File: src/rtl/rxp_pkg.sv
// constants, field layouts and carrier types of the per-port receive configuration bank
package rxp_pkg;

   localparam int unsigned NPORT = 8;
   localparam int unsigned ADDR_W = 14;
   localparam int unsigned DATA_W = 32;
   localparam int unsigned LVL_W = 7;

   // register indices; byte address is four times the index
   localparam logic [11:0] IDX_ECR = 12'h086;
   localparam logic [11:0] IDX_HFC = 12'h087;
   localparam logic [11:0] IDX_IBC = 12'h088;
   localparam logic [11:0] IDX_SCC = 12'h089;
   localparam logic [11:0] IDX_XPC = 12'h08a;
   localparam logic [11:0] PORT_STRIDE = 12'h200;
   localparam int unsigned PORT_LSB = 9;
   localparam logic [11:0] IDX_INT_STAT = 12'hf00;
   localparam logic [11:0] IDX_INT_MASK = 12'hf01;

   // field positions
   localparam int unsigned ECR_SIGNAL_FBIT_ERR_REPORT_EN_BIT = 2;
   localparam int unsigned ECR_MOS_BIT = 1;
   localparam int unsigned ECR_LCV_BIT = 0;
   localparam int unsigned HFC_HWM_LSB = 0;
   localparam int unsigned IBC_IBS_LSB = 5;
   localparam int unsigned IBC_MODE_BIT = 4;
   localparam int unsigned IBC_EN_BIT = 3;
   localparam int unsigned IBC_SLOT_LSB = 0;
   localparam int unsigned SCC_LEN_LSB = 0;
   localparam int unsigned XPC_DIR_BIT = 2;
   localparam int unsigned XPC_FUS_BIT = 1;
   localparam int unsigned XPC_EN_BIT = 0;

   // watermark thresholds in bytes
   localparam logic [6:0] HWM_BYTES_0 = 7'h04;
   localparam logic [6:0] HWM_BYTES_1 = 7'h10;
   localparam logic [6:0] HWM_BYTES_2 = 7'h20;
   localparam logic [6:0] HWM_BYTES_3 = 7'h30;

   // interleave bus size codes and device counts
   localparam logic [1:0] IBS_TWO = 2'h0;
   localparam logic [1:0] IBS_FOUR = 2'h1;
   localparam logic [1:0] IBS_EIGHT = 2'h2;
   localparam logic [1:0] IBS_RSVD = 2'h3;
   localparam logic [3:0] DEV_TWO = 4'h2;
   localparam logic [3:0] DEV_FOUR = 4'h4;
   localparam logic [3:0] DEV_EIGHT = 4'h8;

   localparam logic [2:0] SPARE_LONG = 3'h7;
   localparam logic [3:0] SPARE_LONG_LEN = 4'h8;

   typedef struct packed {
      logic signal_fbit_err_report_en;
      logic mos_sel;
      logic lcv_sel;
      logic [1:0] hwm;
      logic [1:0] interleave_bus_size;
      logic ibo_frame;
      logic ibo_en;
      logic [2:0] slot;
      logic [2:0] spare;
      logic dir;
      logic fus;
      logic bit_error_tester_en;
   } rxp_cfg_t;

   localparam rxp_cfg_t CFG_RST = '0;

   typedef struct packed {
      logic t1_mode;
      logic ft_err;
      logic fs_err;
      logic mf_oos;
      logic lcv;
      logic exz;
      logic fbit_pos;
      logic framer_bit;
      logic tx_bit;
      logic [LVL_W-1:0] fifo_level;
   } rxp_line_in_t;

   typedef struct packed {
      logic fbit_err_inc;
      logic mos_cnt_inc;
      logic lcv_cnt_inc;
      logic hwm_reached;
      logic [6:0] hwm_bytes;
      logic ibo_active;
      logic ibo_frame_mode;
      logic [3:0] ibo_devices;
      logic [3:0] ibo_slot_num;
      logic spare_active;
      logic [3:0] spare_len;
      logic spare_len_8_16;
      logic bit_error_tester_active;
      logic bit_error_tester_clk_en;
      logic bit_error_tester_data;
   } rxp_line_out_t;

   localparam rxp_line_out_t LINE_RST = '0;

endpackage

File: src/rtl/rxp_regs.sv
// per-port receive configuration register bank with Avalon-MM slave and interrupt
// What this block does
// T1 with report select set: framing error counter also counts signaling framing bits.
// T1 multiframe counter counts framing errors when clear, out-of-sync multiframes when set.
// line violation counter adds excessive zeros only while its select is set.
// watermark code 00/01/10/11 gives 4/16/32/48 bytes.
// bus size code gives 2, 4 or 8 devices; code 11 is reserved.
// interleave mode bit: clear is channel interleave, set is frame interleave.
// interleaved bus runs only while the enable bit is set.
// slot code k places this port at position k+1 on the bus.
// T1 spare code length: codes 0..6 give 1..7 bits, code 7 gives 8 or 16.
// tester direction clear: tester takes receive framer output.
// tester direction set: tester takes transmit path ahead of the elastic store.
// T1 tester skips the framing bit unless the unframed select is set.
// each of eight ports has its own copy at base plus 200h per port.
// tester port works only while its enable bit is set.
// fifo watermark flag whenever fill level reaches or exceeds the threshold.
`timescale 1ns/100ps
module rxp_regs (
   input wire logic i_clk,
   input wire logic i_rst_n,
   input wire logic [rxp_pkg::ADDR_W-1:0] i_avs_address,
   input wire logic i_avs_read,
   input wire logic i_avs_write,
   input wire logic [rxp_pkg::DATA_W-1:0] i_avs_writedata,
   input wire logic [3:0] i_avs_byteenable,
   output logic [rxp_pkg::DATA_W-1:0] o_avs_readdata,
   output logic o_avs_waitrequest,
   input wire rxp_pkg::rxp_line_in_t i_line [rxp_pkg::NPORT],
   output rxp_pkg::rxp_line_out_t o_line [rxp_pkg::NPORT],
   output logic o_irq
);

   localparam int unsigned NP = rxp_pkg::NPORT;

   // bus handshake: first cycle of a request stalls, second cycle answers
   logic ack_q;
   logic [7:0] rd_q;
   logic [7:0] rd_d;
   logic [NP-1:0] stat_q;
   logic [NP-1:0] stat_d;
   logic [NP-1:0] mask_q;
   logic [NP-1:0] mask_d;
   logic [NP-1:0] hwm_rise;

   rxp_pkg::rxp_cfg_t cfg_q [NP];
   rxp_pkg::rxp_cfg_t cfg_d [NP];
   rxp_pkg::rxp_line_out_t line_q [NP];
   rxp_pkg::rxp_line_out_t line_d [NP];

   wire req = i_avs_read | i_avs_write;
   wire aligned = (i_avs_address[1:0] == 2'h0);
   wire [11:0] idx = i_avs_address[rxp_pkg::ADDR_W-1:2];
   wire [2:0] port = idx[11:rxp_pkg::PORT_LSB];
   wire [11:0] off = {3'h0, idx[rxp_pkg::PORT_LSB-1:0]};
   wire wr_fire = i_avs_write & ack_q & i_avs_byteenable[0];
   wire [7:0] wd = i_avs_writedata[7:0];
   wire hit_stat = aligned && (idx == rxp_pkg::IDX_INT_STAT);
   wire hit_mask = aligned && (idx == rxp_pkg::IDX_INT_MASK);
   wire wr_stat = wr_fire && hit_stat;
   wire wr_mask = wr_fire && hit_mask;

   assign o_avs_waitrequest = req & ~ack_q;
   assign o_avs_readdata = {24'h000000, rd_q};
   assign o_irq = |(stat_q & mask_q);

   always_ff @(posedge i_clk or negedge i_rst_n) begin
      if (!i_rst_n) begin
         ack_q <= 1'b0;
      end else begin
         ack_q <= req & ~ack_q;
      end
   end

   // read data is sampled in the stall cycle so it stands when waitrequest drops
   always_ff @(posedge i_clk or negedge i_rst_n) begin
      if (!i_rst_n) begin
         rd_q <= 8'h00;
      end else if (i_avs_read && !ack_q) begin
         rd_q <= rd_d;
      end
   end

   function automatic logic [7:0] cfg_read(input rxp_pkg::rxp_cfg_t c, input logic [11:0] o);
      logic [7:0] r;
      r = 8'h00;
      unique case (o)
         rxp_pkg::IDX_ECR: begin
            r[rxp_pkg::ECR_SIGNAL_FBIT_ERR_REPORT_EN_BIT] = c.signal_fbit_err_report_en;
            r[rxp_pkg::ECR_MOS_BIT] = c.mos_sel;
            r[rxp_pkg::ECR_LCV_BIT] = c.lcv_sel;
         end
         rxp_pkg::IDX_HFC: r[rxp_pkg::HFC_HWM_LSB +: 2] = c.hwm;
         rxp_pkg::IDX_IBC: begin
            r[rxp_pkg::IBC_IBS_LSB +: 2] = c.interleave_bus_size;
            r[rxp_pkg::IBC_MODE_BIT] = c.ibo_frame;
            r[rxp_pkg::IBC_EN_BIT] = c.ibo_en;
            r[rxp_pkg::IBC_SLOT_LSB +: 3] = c.slot;
         end
         rxp_pkg::IDX_SCC: r[rxp_pkg::SCC_LEN_LSB +: 3] = c.spare;
         rxp_pkg::IDX_XPC: begin
            r[rxp_pkg::XPC_DIR_BIT] = c.dir;
            r[rxp_pkg::XPC_FUS_BIT] = c.fus;
            r[rxp_pkg::XPC_EN_BIT] = c.bit_error_tester_en;
         end
         default: r = 8'h00;
      endcase
      return r;
   endfunction

   // unmapped or misaligned addresses read as zero
   always_comb begin
      rd_d = 8'h00;
      if (hit_stat) begin
         rd_d = stat_q;
      end else if (hit_mask) begin
         rd_d = mask_q;
      end else if (aligned) begin
         rd_d = cfg_read(cfg_q[port], off);
      end
   end

   function automatic logic [6:0] hwm_thresh(input logic [1:0] code);
      logic [6:0] t;
      t = rxp_pkg::HWM_BYTES_0;
      unique case (code)
         2'h0: t = rxp_pkg::HWM_BYTES_0;
         2'h1: t = rxp_pkg::HWM_BYTES_1;
         2'h2: t = rxp_pkg::HWM_BYTES_2;
         2'h3: t = rxp_pkg::HWM_BYTES_3;
      endcase
      return t;
   endfunction

   // the reserved size code reports no devices and keeps the bus off
   function automatic logic [3:0] bus_devices(input logic [1:0] code);
      logic [3:0] n;
      n = 4'h0;
      unique case (code)
         rxp_pkg::IBS_TWO: n = rxp_pkg::DEV_TWO;
         rxp_pkg::IBS_FOUR: n = rxp_pkg::DEV_FOUR;
         rxp_pkg::IBS_EIGHT: n = rxp_pkg::DEV_EIGHT;
         rxp_pkg::IBS_RSVD: n = 4'h0;
      endcase
      return n;
   endfunction

   for (genvar p = 0; p < NP; p++) begin : g_port
      wire sel = aligned && (port == 3'(p));
      wire wr_ecr = wr_fire && sel && (off == rxp_pkg::IDX_ECR);
      wire wr_hfc = wr_fire && sel && (off == rxp_pkg::IDX_HFC);
      wire wr_ibc = wr_fire && sel && (off == rxp_pkg::IDX_IBC);
      wire wr_scc = wr_fire && sel && (off == rxp_pkg::IDX_SCC);
      wire wr_xpc = wr_fire && sel && (off == rxp_pkg::IDX_XPC);
      wire t1 = i_line[p].t1_mode;
      wire [6:0] thr = hwm_thresh(cfg_q[p].hwm);
      wire bus_ok = (cfg_q[p].interleave_bus_size != rxp_pkg::IBS_RSVD);

      always_comb begin
         cfg_d[p] = cfg_q[p];
         if (wr_ecr) begin
            cfg_d[p].signal_fbit_err_report_en = wd[rxp_pkg::ECR_SIGNAL_FBIT_ERR_REPORT_EN_BIT];
            cfg_d[p].mos_sel = wd[rxp_pkg::ECR_MOS_BIT];
            cfg_d[p].lcv_sel = wd[rxp_pkg::ECR_LCV_BIT];
         end
         if (wr_hfc) begin
            cfg_d[p].hwm = wd[rxp_pkg::HFC_HWM_LSB +: 2];
         end
         if (wr_ibc) begin
            cfg_d[p].interleave_bus_size = wd[rxp_pkg::IBC_IBS_LSB +: 2];
            cfg_d[p].ibo_frame = wd[rxp_pkg::IBC_MODE_BIT];
            cfg_d[p].ibo_en = wd[rxp_pkg::IBC_EN_BIT];
            cfg_d[p].slot = wd[rxp_pkg::IBC_SLOT_LSB +: 3];
         end
         if (wr_scc) begin
            cfg_d[p].spare = wd[rxp_pkg::SCC_LEN_LSB +: 3];
         end
         if (wr_xpc) begin
            cfg_d[p].dir = wd[rxp_pkg::XPC_DIR_BIT];
            cfg_d[p].fus = wd[rxp_pkg::XPC_FUS_BIT];
            cfg_d[p].bit_error_tester_en = wd[rxp_pkg::XPC_EN_BIT];
         end
      end

      always_ff @(posedge i_clk or negedge i_rst_n) begin
         if (!i_rst_n) begin
            cfg_q[p] <= rxp_pkg::CFG_RST;
         end else begin
            cfg_q[p] <= cfg_d[p];
         end
      end

      always_comb begin
         line_d[p] = rxp_pkg::LINE_RST;
         // signaling framing errors only count in T1
         line_d[p].fbit_err_inc = i_line[p].ft_err
            | (t1 & cfg_q[p].signal_fbit_err_report_en & i_line[p].fs_err);
         line_d[p].mos_cnt_inc = (t1 && cfg_q[p].mos_sel) ? i_line[p].mf_oos
            : i_line[p].ft_err;
         line_d[p].lcv_cnt_inc = i_line[p].lcv
            | (cfg_q[p].lcv_sel & i_line[p].exz);
         line_d[p].hwm_bytes = thr;
         line_d[p].hwm_reached = (i_line[p].fifo_level >= thr);
         line_d[p].ibo_devices = bus_devices(cfg_q[p].interleave_bus_size);
         // a reserved size cannot be honoured, so the bus is held off
         line_d[p].ibo_active = cfg_q[p].ibo_en & bus_ok;
         line_d[p].ibo_frame_mode = cfg_q[p].ibo_en & cfg_q[p].ibo_frame;
         line_d[p].ibo_slot_num = {1'b0, cfg_q[p].slot} + 4'h1;
         line_d[p].spare_active = t1;
         line_d[p].spare_len_8_16 = (cfg_q[p].spare == rxp_pkg::SPARE_LONG);
         line_d[p].spare_len = (cfg_q[p].spare == rxp_pkg::SPARE_LONG)
            ? rxp_pkg::SPARE_LONG_LEN : {1'b0, cfg_q[p].spare} + 4'h1;
         line_d[p].bit_error_tester_active = cfg_q[p].bit_error_tester_en;
         // tx_bit is tapped by the datapath ahead of the receive elastic store
         line_d[p].bit_error_tester_data = cfg_q[p].bit_error_tester_en
            & (cfg_q[p].dir ? i_line[p].tx_bit : i_line[p].framer_bit);
         line_d[p].bit_error_tester_clk_en = cfg_q[p].bit_error_tester_en
            & ~(t1 & i_line[p].fbit_pos & ~cfg_q[p].fus);
      end

      always_ff @(posedge i_clk or negedge i_rst_n) begin
         if (!i_rst_n) begin
            line_q[p] <= rxp_pkg::LINE_RST;
         end else begin
            line_q[p] <= line_d[p];
         end
      end

      assign o_line[p] = line_q[p];
      assign hwm_rise[p] = line_d[p].hwm_reached & ~line_q[p].hwm_reached;
   end

   // a new watermark crossing wins over a write-one clear in the same cycle
   always_comb begin
      stat_d = (stat_q & ~(wr_stat ? wd : 8'h00)) | hwm_rise;
      mask_d = wr_mask ? wd : mask_q;
   end

   always_ff @(posedge i_clk or negedge i_rst_n) begin
      if (!i_rst_n) begin
         stat_q <= '0;
         mask_q <= '0;
      end else begin
         stat_q <= stat_d;
         mask_q <= mask_d;
      end
   end

endmodule // rxp_regs

File: config.mk
export PLATFORM = sky130hd
export DESIGN_NAME = rxp_regs
export DESIGN_NICKNAME = d
export VERILOG_FILES = /design/src/rtl/rxp_pkg.sv /design/src/rtl/rxp_regs.sv
export SDC_FILE = /design/constraint.sdc
export NUM_CORES = 1
export LEC_CHECK = 0
export BUFFER_PORTS_ARGS = -buffer_cell sky130_fd_sc_hd__buf_2
export CORE_MARGIN = 2
export CORE_UTILIZATION = 47
export DETAILED_ROUTE_END_ITERATION = 7
export PLACE_DENSITY_LB_ADDON = 0.15
export SYNTH_ARGS = -nofsm -noshare
export SYNTH_HDL_FRONTEND = slang
export SYNTH_SLANG_ARGS = --single-unit
File: constraint.sdc
create_clock -name i_clk -period 1.7 [get_ports i_clk]
set_input_delay 0.255 -clock i_clk [delete_from_list [all_inputs] [get_ports i_clk]]
set_output_delay 0.255 -clock i_clk [all_outputs]
set_load 0.05 [all_outputs]
==> Yosys cells after proc, flatten, opt, wreduce, memory -nomap -nowiden <==
Index checks and enable logic that the tools add are counted.
{ "word_totals": {"out_inout_bits": 274, "inputBits": 182, "word_cells": 592, "register_bits": 409} }
{ "classes": {"mux": 50, "n_bitwise": 130, "reduce_logical": 89, "n_eq_ne": 78, "n_lt_le_gt_ge": 9, "n_addsub": 16} }
{ "ops": {"columns": ["op", "n"], "rows": [
  ["$pmux 7 s4", 8],
  ["$pmux 4 s4", 8],
  ["$and 1x1->1", 83],
  ["$logic_and 1x1->1", 69],
  ["$add 3x1->4 const B", 16],
  ["$eq 2x2->1 const B", 32],
  ["$ge 7x7->1", 8],
  ["$bmux 18 s3", 1],
  ["$eq 9x8->1 const B", 5],
  ["$eq 3x3->1 const B", 12],
  ["$mux 18", 2],
  ["$mux 4", 9],
  ["$logic_not 2->1", 17],
  ["$eq 2x1->1 const B", 16],
  ["$not 1->1", 25],
  ["$eq 12x12->1 const B", 2],
  ["$mux 8", 3],
  ["$or 1x1->1", 17],
  ["$and 8x8->8", 2],
  ["$mux 1", 16],
  ["$ne 2x2->1 const B", 8],
  ["$pmux 2 s5", 1],
  ["$not 8->8", 1],
  ["$or 8x8->8", 1],
  ["9 further kinds", 10]
]} }

==> Logic depth before layout (Yosys ltp) <==
{ "logic_depth": {"ltp_word": 8, "ltp_mapped": 8} }

==> Worst setup path before layout <==
No wires, ideal clock.
{ "synth_path": {"kind": "input-to-reg", "from": "input i_avs_address[7] (netlist name)", "to": "register mask_q[0]", "path_stages": 5, "n_path_buf": 1, "required_ns": 1.575, "arrival_ns": 1.875, "setup_time_ns": 0.125, "setup_slack_ns": -0.299, "path_cell_list": "or3_2 -> or4_1 -> buf_6 -> nor2_8 -> mux2_2"} }
{ "synth_via": {"elab_chain_cells": 3} }
{ "synth_rtl": {"columns": ["item", "line_no", "rtl"], "rows": [
  ["start, declared", "rxp_regs.sv:22", "input wire logic [rxp_pkg::ADDR_W-1:0] i_avs_address,"],
  ["$eq 12x12->1", "rxp_regs.sv:59", "wire hit_mask = aligned && (idx == rxp_pkg::IDX_INT_MASK);"],
  ["$logic_and 1x1->1", "rxp_regs.sv:59", null],
  ["$logic_and 1x1->1", "rxp_regs.sv:61", "wire wr_mask = wr_fire && hit_mask;"],
  ["end signal, assigned", "rxp_regs.sv:245", "mask_q <= mask_d;"],
  ["end, declared", "rxp_regs.sv:42", "logic [NP-1:0] mask_q;"]
]} }
No other way between the ends.
A chain may end at the register's enable or synchronous reset.

==> Worst setup path after layout <==
{ "layout_path": {"from": "register ack_q", "to": "register cfg_q[121] (netlist name)"} }
{ "layout_via": {"elab_chain_cells": 4} }
{ "layout_rtl": {"columns": ["item", "line_no", "rtl"], "rows": [
  ["start, declared", "rxp_regs.sv:37", "logic ack_q;"],
  ["start signal, assigned", "rxp_regs.sv:71", "ack_q <= req & ~ack_q;"],
  ["$and 1x1->1 (2 in a row)", "rxp_regs.sv:56", "wire wr_fire = i_avs_write & ack_q & i_avs_byteenable[0];"],
  ["$logic_and 1x1->1 (2 in a row)", "rxp_regs.sv:151", "wire wr_hfc = wr_fire && sel && (off == rxp_pkg::IDX_HFC);"],
  ["end signal, assigned by index", "rxp_regs.sv:187", "cfg_q[p] <= rxp_pkg::CFG_RST;"],
  ["end signal, assigned by index", "rxp_regs.sv:189", "cfg_q[p] <= cfg_d[p];"],
  ["end, declared", "rxp_regs.sv:46", "rxp_pkg::rxp_cfg_t cfg_q [NP];"]
]} }
No other way between the ends.

==> impl_metrics.yaml <==
pwr:
  peakVddDrop_mv: 0.601
  p_leak_nw: 11.6
  power_w: 0.0191
  p_per_area_mw_per_mm2: 863
worst_setup_path:
  critPathMaxFanout: 4
  arrival_ns: 2.23
  required_ns: 2.11
  slowest_delay_ns: 0.41
  critPathKind: "flip-flop to flip-flop"
  worstRegToRegCells: 6
  cpMaxStageDelayCell: "or3_4"
  worstPathCellList: "nand3_4, or3_4, nor3b_4, buf_6, nand2_2, mux2_4"
  cp-start-kind: "flip-flop"
  critPathCaptureType: "flip-flop"
detailed_routing:
  postRouteAntennaNets: 0
  vias_per_cell: 5.00
  first_pass_iters: 5
  wl_per_cell_um: 19.6
  drc: 0
  drt_iter0_drc: 528
  drt-total-wl_mm: 43.9
  vias: 11202
die:
  dieArea_sq_mm: 0.0348
  fp.dieW_um: 187
  initial_core_util_pct: 47.9
  core_area_sq_mm: 0.0327
  rows: 66
  die_y_um: 187
  ios: 456
clocking:
  cts_buffers: 39
  htreeDepth: 2
  cts.sinks: 369
  cts_buffer_depth: 3
  path_clk_slew_ns: 0.06
  clk_latency_ns: 0.52
  cts_tree: "built"
  cts-root-buf: "clkbuf_16"
yosys:
  yosys.area.top_type: "dfrtp_1"
  syn-instance-count: 1137
  netlist_area_sq_mm: 0.0157
  synth_top_cell_area_share_pct: 58.9
  seq_area_frac_synth_pct: 58.9
  yosysWarningCount: 0
  synth_cell_type_count: 62
  syn_area_per_cell_sq_um: 13.8
  synthTopCellsByArea: "dfrtp_1 (59%), mux2_2 (11%), mux4_2 (5.2%)"
  synthMostInstantiatedCell: "dfrtp_1"
  synth_edf_count: 0
  synth_flop_cell: "dfrtp_1"
  synth_common_cells: "dfrtp_1 (369), mux2_2 (160), buf_4 (66)"
  synth-async-reset-ratio_pct: 100
  postSynthRegisterBits: 369
placement:
  io_buffers: 364
  place.gp.congestion: 0.905
  dpl.hpwl_mm: 32.3
worst_hold_path:
  min_path_cells: 3
  hp-class: "input port to flip-flop"
timing:
  setup_ws_ns: -0.129
  rsz0062_at_grt: "true"
  finClkSkew_ns: 0.0119
  setup_viol: 109
  hold_violations: 0
  worst_slew_pin_slew_ns: 0.545
  fin_setup_tns_ns: -7.05
  slew_viol_final: 0
  max_slew_margin_pct: 63.7
  fin_crit_sh_pct: 108
  finalCriticalPeriod_ns: 1.83
  fmax_mhz: 547
status:
  violations: "negative setup slack"
  status: "finished, violations left"
job:
  maxCapViolations: 0
grt:
  grt_pass1_wl_mm: 67.6
  first_global_vias: 11963
  grt_usage_pct: 25.0
  overflow: 0
  grt_max_degree: 58
  antenna_found_initial: 2
finish:
  nets: 1999
  num-fill-cells: 2455
  post-route-util_pct: 67.7
  post_route_cells_drive_above_1_share_pct: 52.5
  area_growth_pct: 41.3
  ff_latch_area_sq_mm: 0.00923
  multi_input_area_sq_mm: 0.00644
==> per-layer routing <==
layer / track usage (%) / routed length (um) / vias to the layer above
met1: 34.5 / 19400 / 5625
li1: - / - / 5129
met3: 4.12 / 2310 / 65
met4: 7.11 / 1090 / 0
met2: 41.1 / 21100 / 383
met5: 0 / 0 / -
==> critical path: cells and delay by family, from the launching register on <==
family | cells | cell delay (ns)
flip-flops | 1 | 0.38
multiplexers | 1 | 0.31
buffers and inverters | 1 | 0.16
AND/OR/NAND/NOR | 4 | 0.86
==> final timing paths <==
| kind | startpoint | endpoint | slack [ns] |
|---|---|---|---|
| worst max-delay path | ack_q | cfg_q[121] | -0.13 |
| worst min-delay path | i_line[55] | o_line[90] | 0.01 |
| worst max register to register | ack_q | cfg_q[121] | -0.13 |
| worst min register to register | cfg_q[13] | o_line[21] | 0.46 |
| max in group asynchronous | i_rst_n | cfg_q[72] | 0.71 |
| min in group asynchronous | i_rst_n | o_line[44] | 0.28 |
==> cell type report <==
class,instances,share of cell area [%]
Inverter,58,0.983
Clock buffer,63,5.50
Multi-Input combinational cell,660,29.1
Antenna cell,2,0.0226
Clock inverter,7,0.384
Sequential cell,369,41.7
Tap cell,442,2.50
Timing Repair Buffer,641,19.9
==> layout by cell type (no fill, tap or decap), drive strengths merged, types with 9 or more instances in the layout <==
master,instances
a21o,16
a31o,16
and3,9
buf,583
clkbuf,63
conb,64
dfrtp,369
dlygate4sd3,58
ha,48
inv,58
mux2,160
mux2i,24
mux4,36
nand2,56
nor2,69
nor2b,31
nor3,10
o21ai,10
==> state kept, by name, summed over array words and instances, names as in the netlist <==
signal,cells
o_line,200
stat_q,8
rd_q,8
ack_q,1
cfg_q,144
mask_q,8
==> what timing repair did <==
action / 4_1_cts / 5_1_grt
buffers inserted: 16 / 5
pin swaps: 57 / 18
hold buffers: 58 / 0
hold endpoints to repair: 82 / 0
setup endpoints to repair: 163 / 160
cloned: 0 / 0
gates resized for setup: 104 / 75
==> where the power goes <==
part,switching [W],total [W],internal (W)
clock,0.00336,0.00856,0.00520
sequential,0.0000251,0.00887,0.00884
combinational,0.00113,0.00168,0.000548
total,0.00452,0.0191,0.0146
==> through the flow <==
step	instances	hold slack (ns)	setup slack, ns	area (sq um)
floorplan	1200	-0.0406	-0.203	16000
global placement	2092	0.247	-0.442	19300
detailed placement	2092	0.245	-0.475	19300
CTS	2236	0.000247	-0.101	21800
global route	2241	0.0363	-0.172	22100
finish	2242	0.0113	-0.129	22200
==> logic make-up after synthesis <==
kind of cell / count (synthesis) / synth area share, %
muxes: 220 / 18.2
other: 1 / 0.0239
AOI/OAI and AO/OA: 103 / 5.04
and+or+nand+nor: 217 / 7.51
adders and majority gates: 48 / 3.83
buffers and inverters: 171 / 6.07
xor gates and xnor gates: 8 / 0.447
DFF: 369 / 58.9
Power figures use the tool's default switching activity.
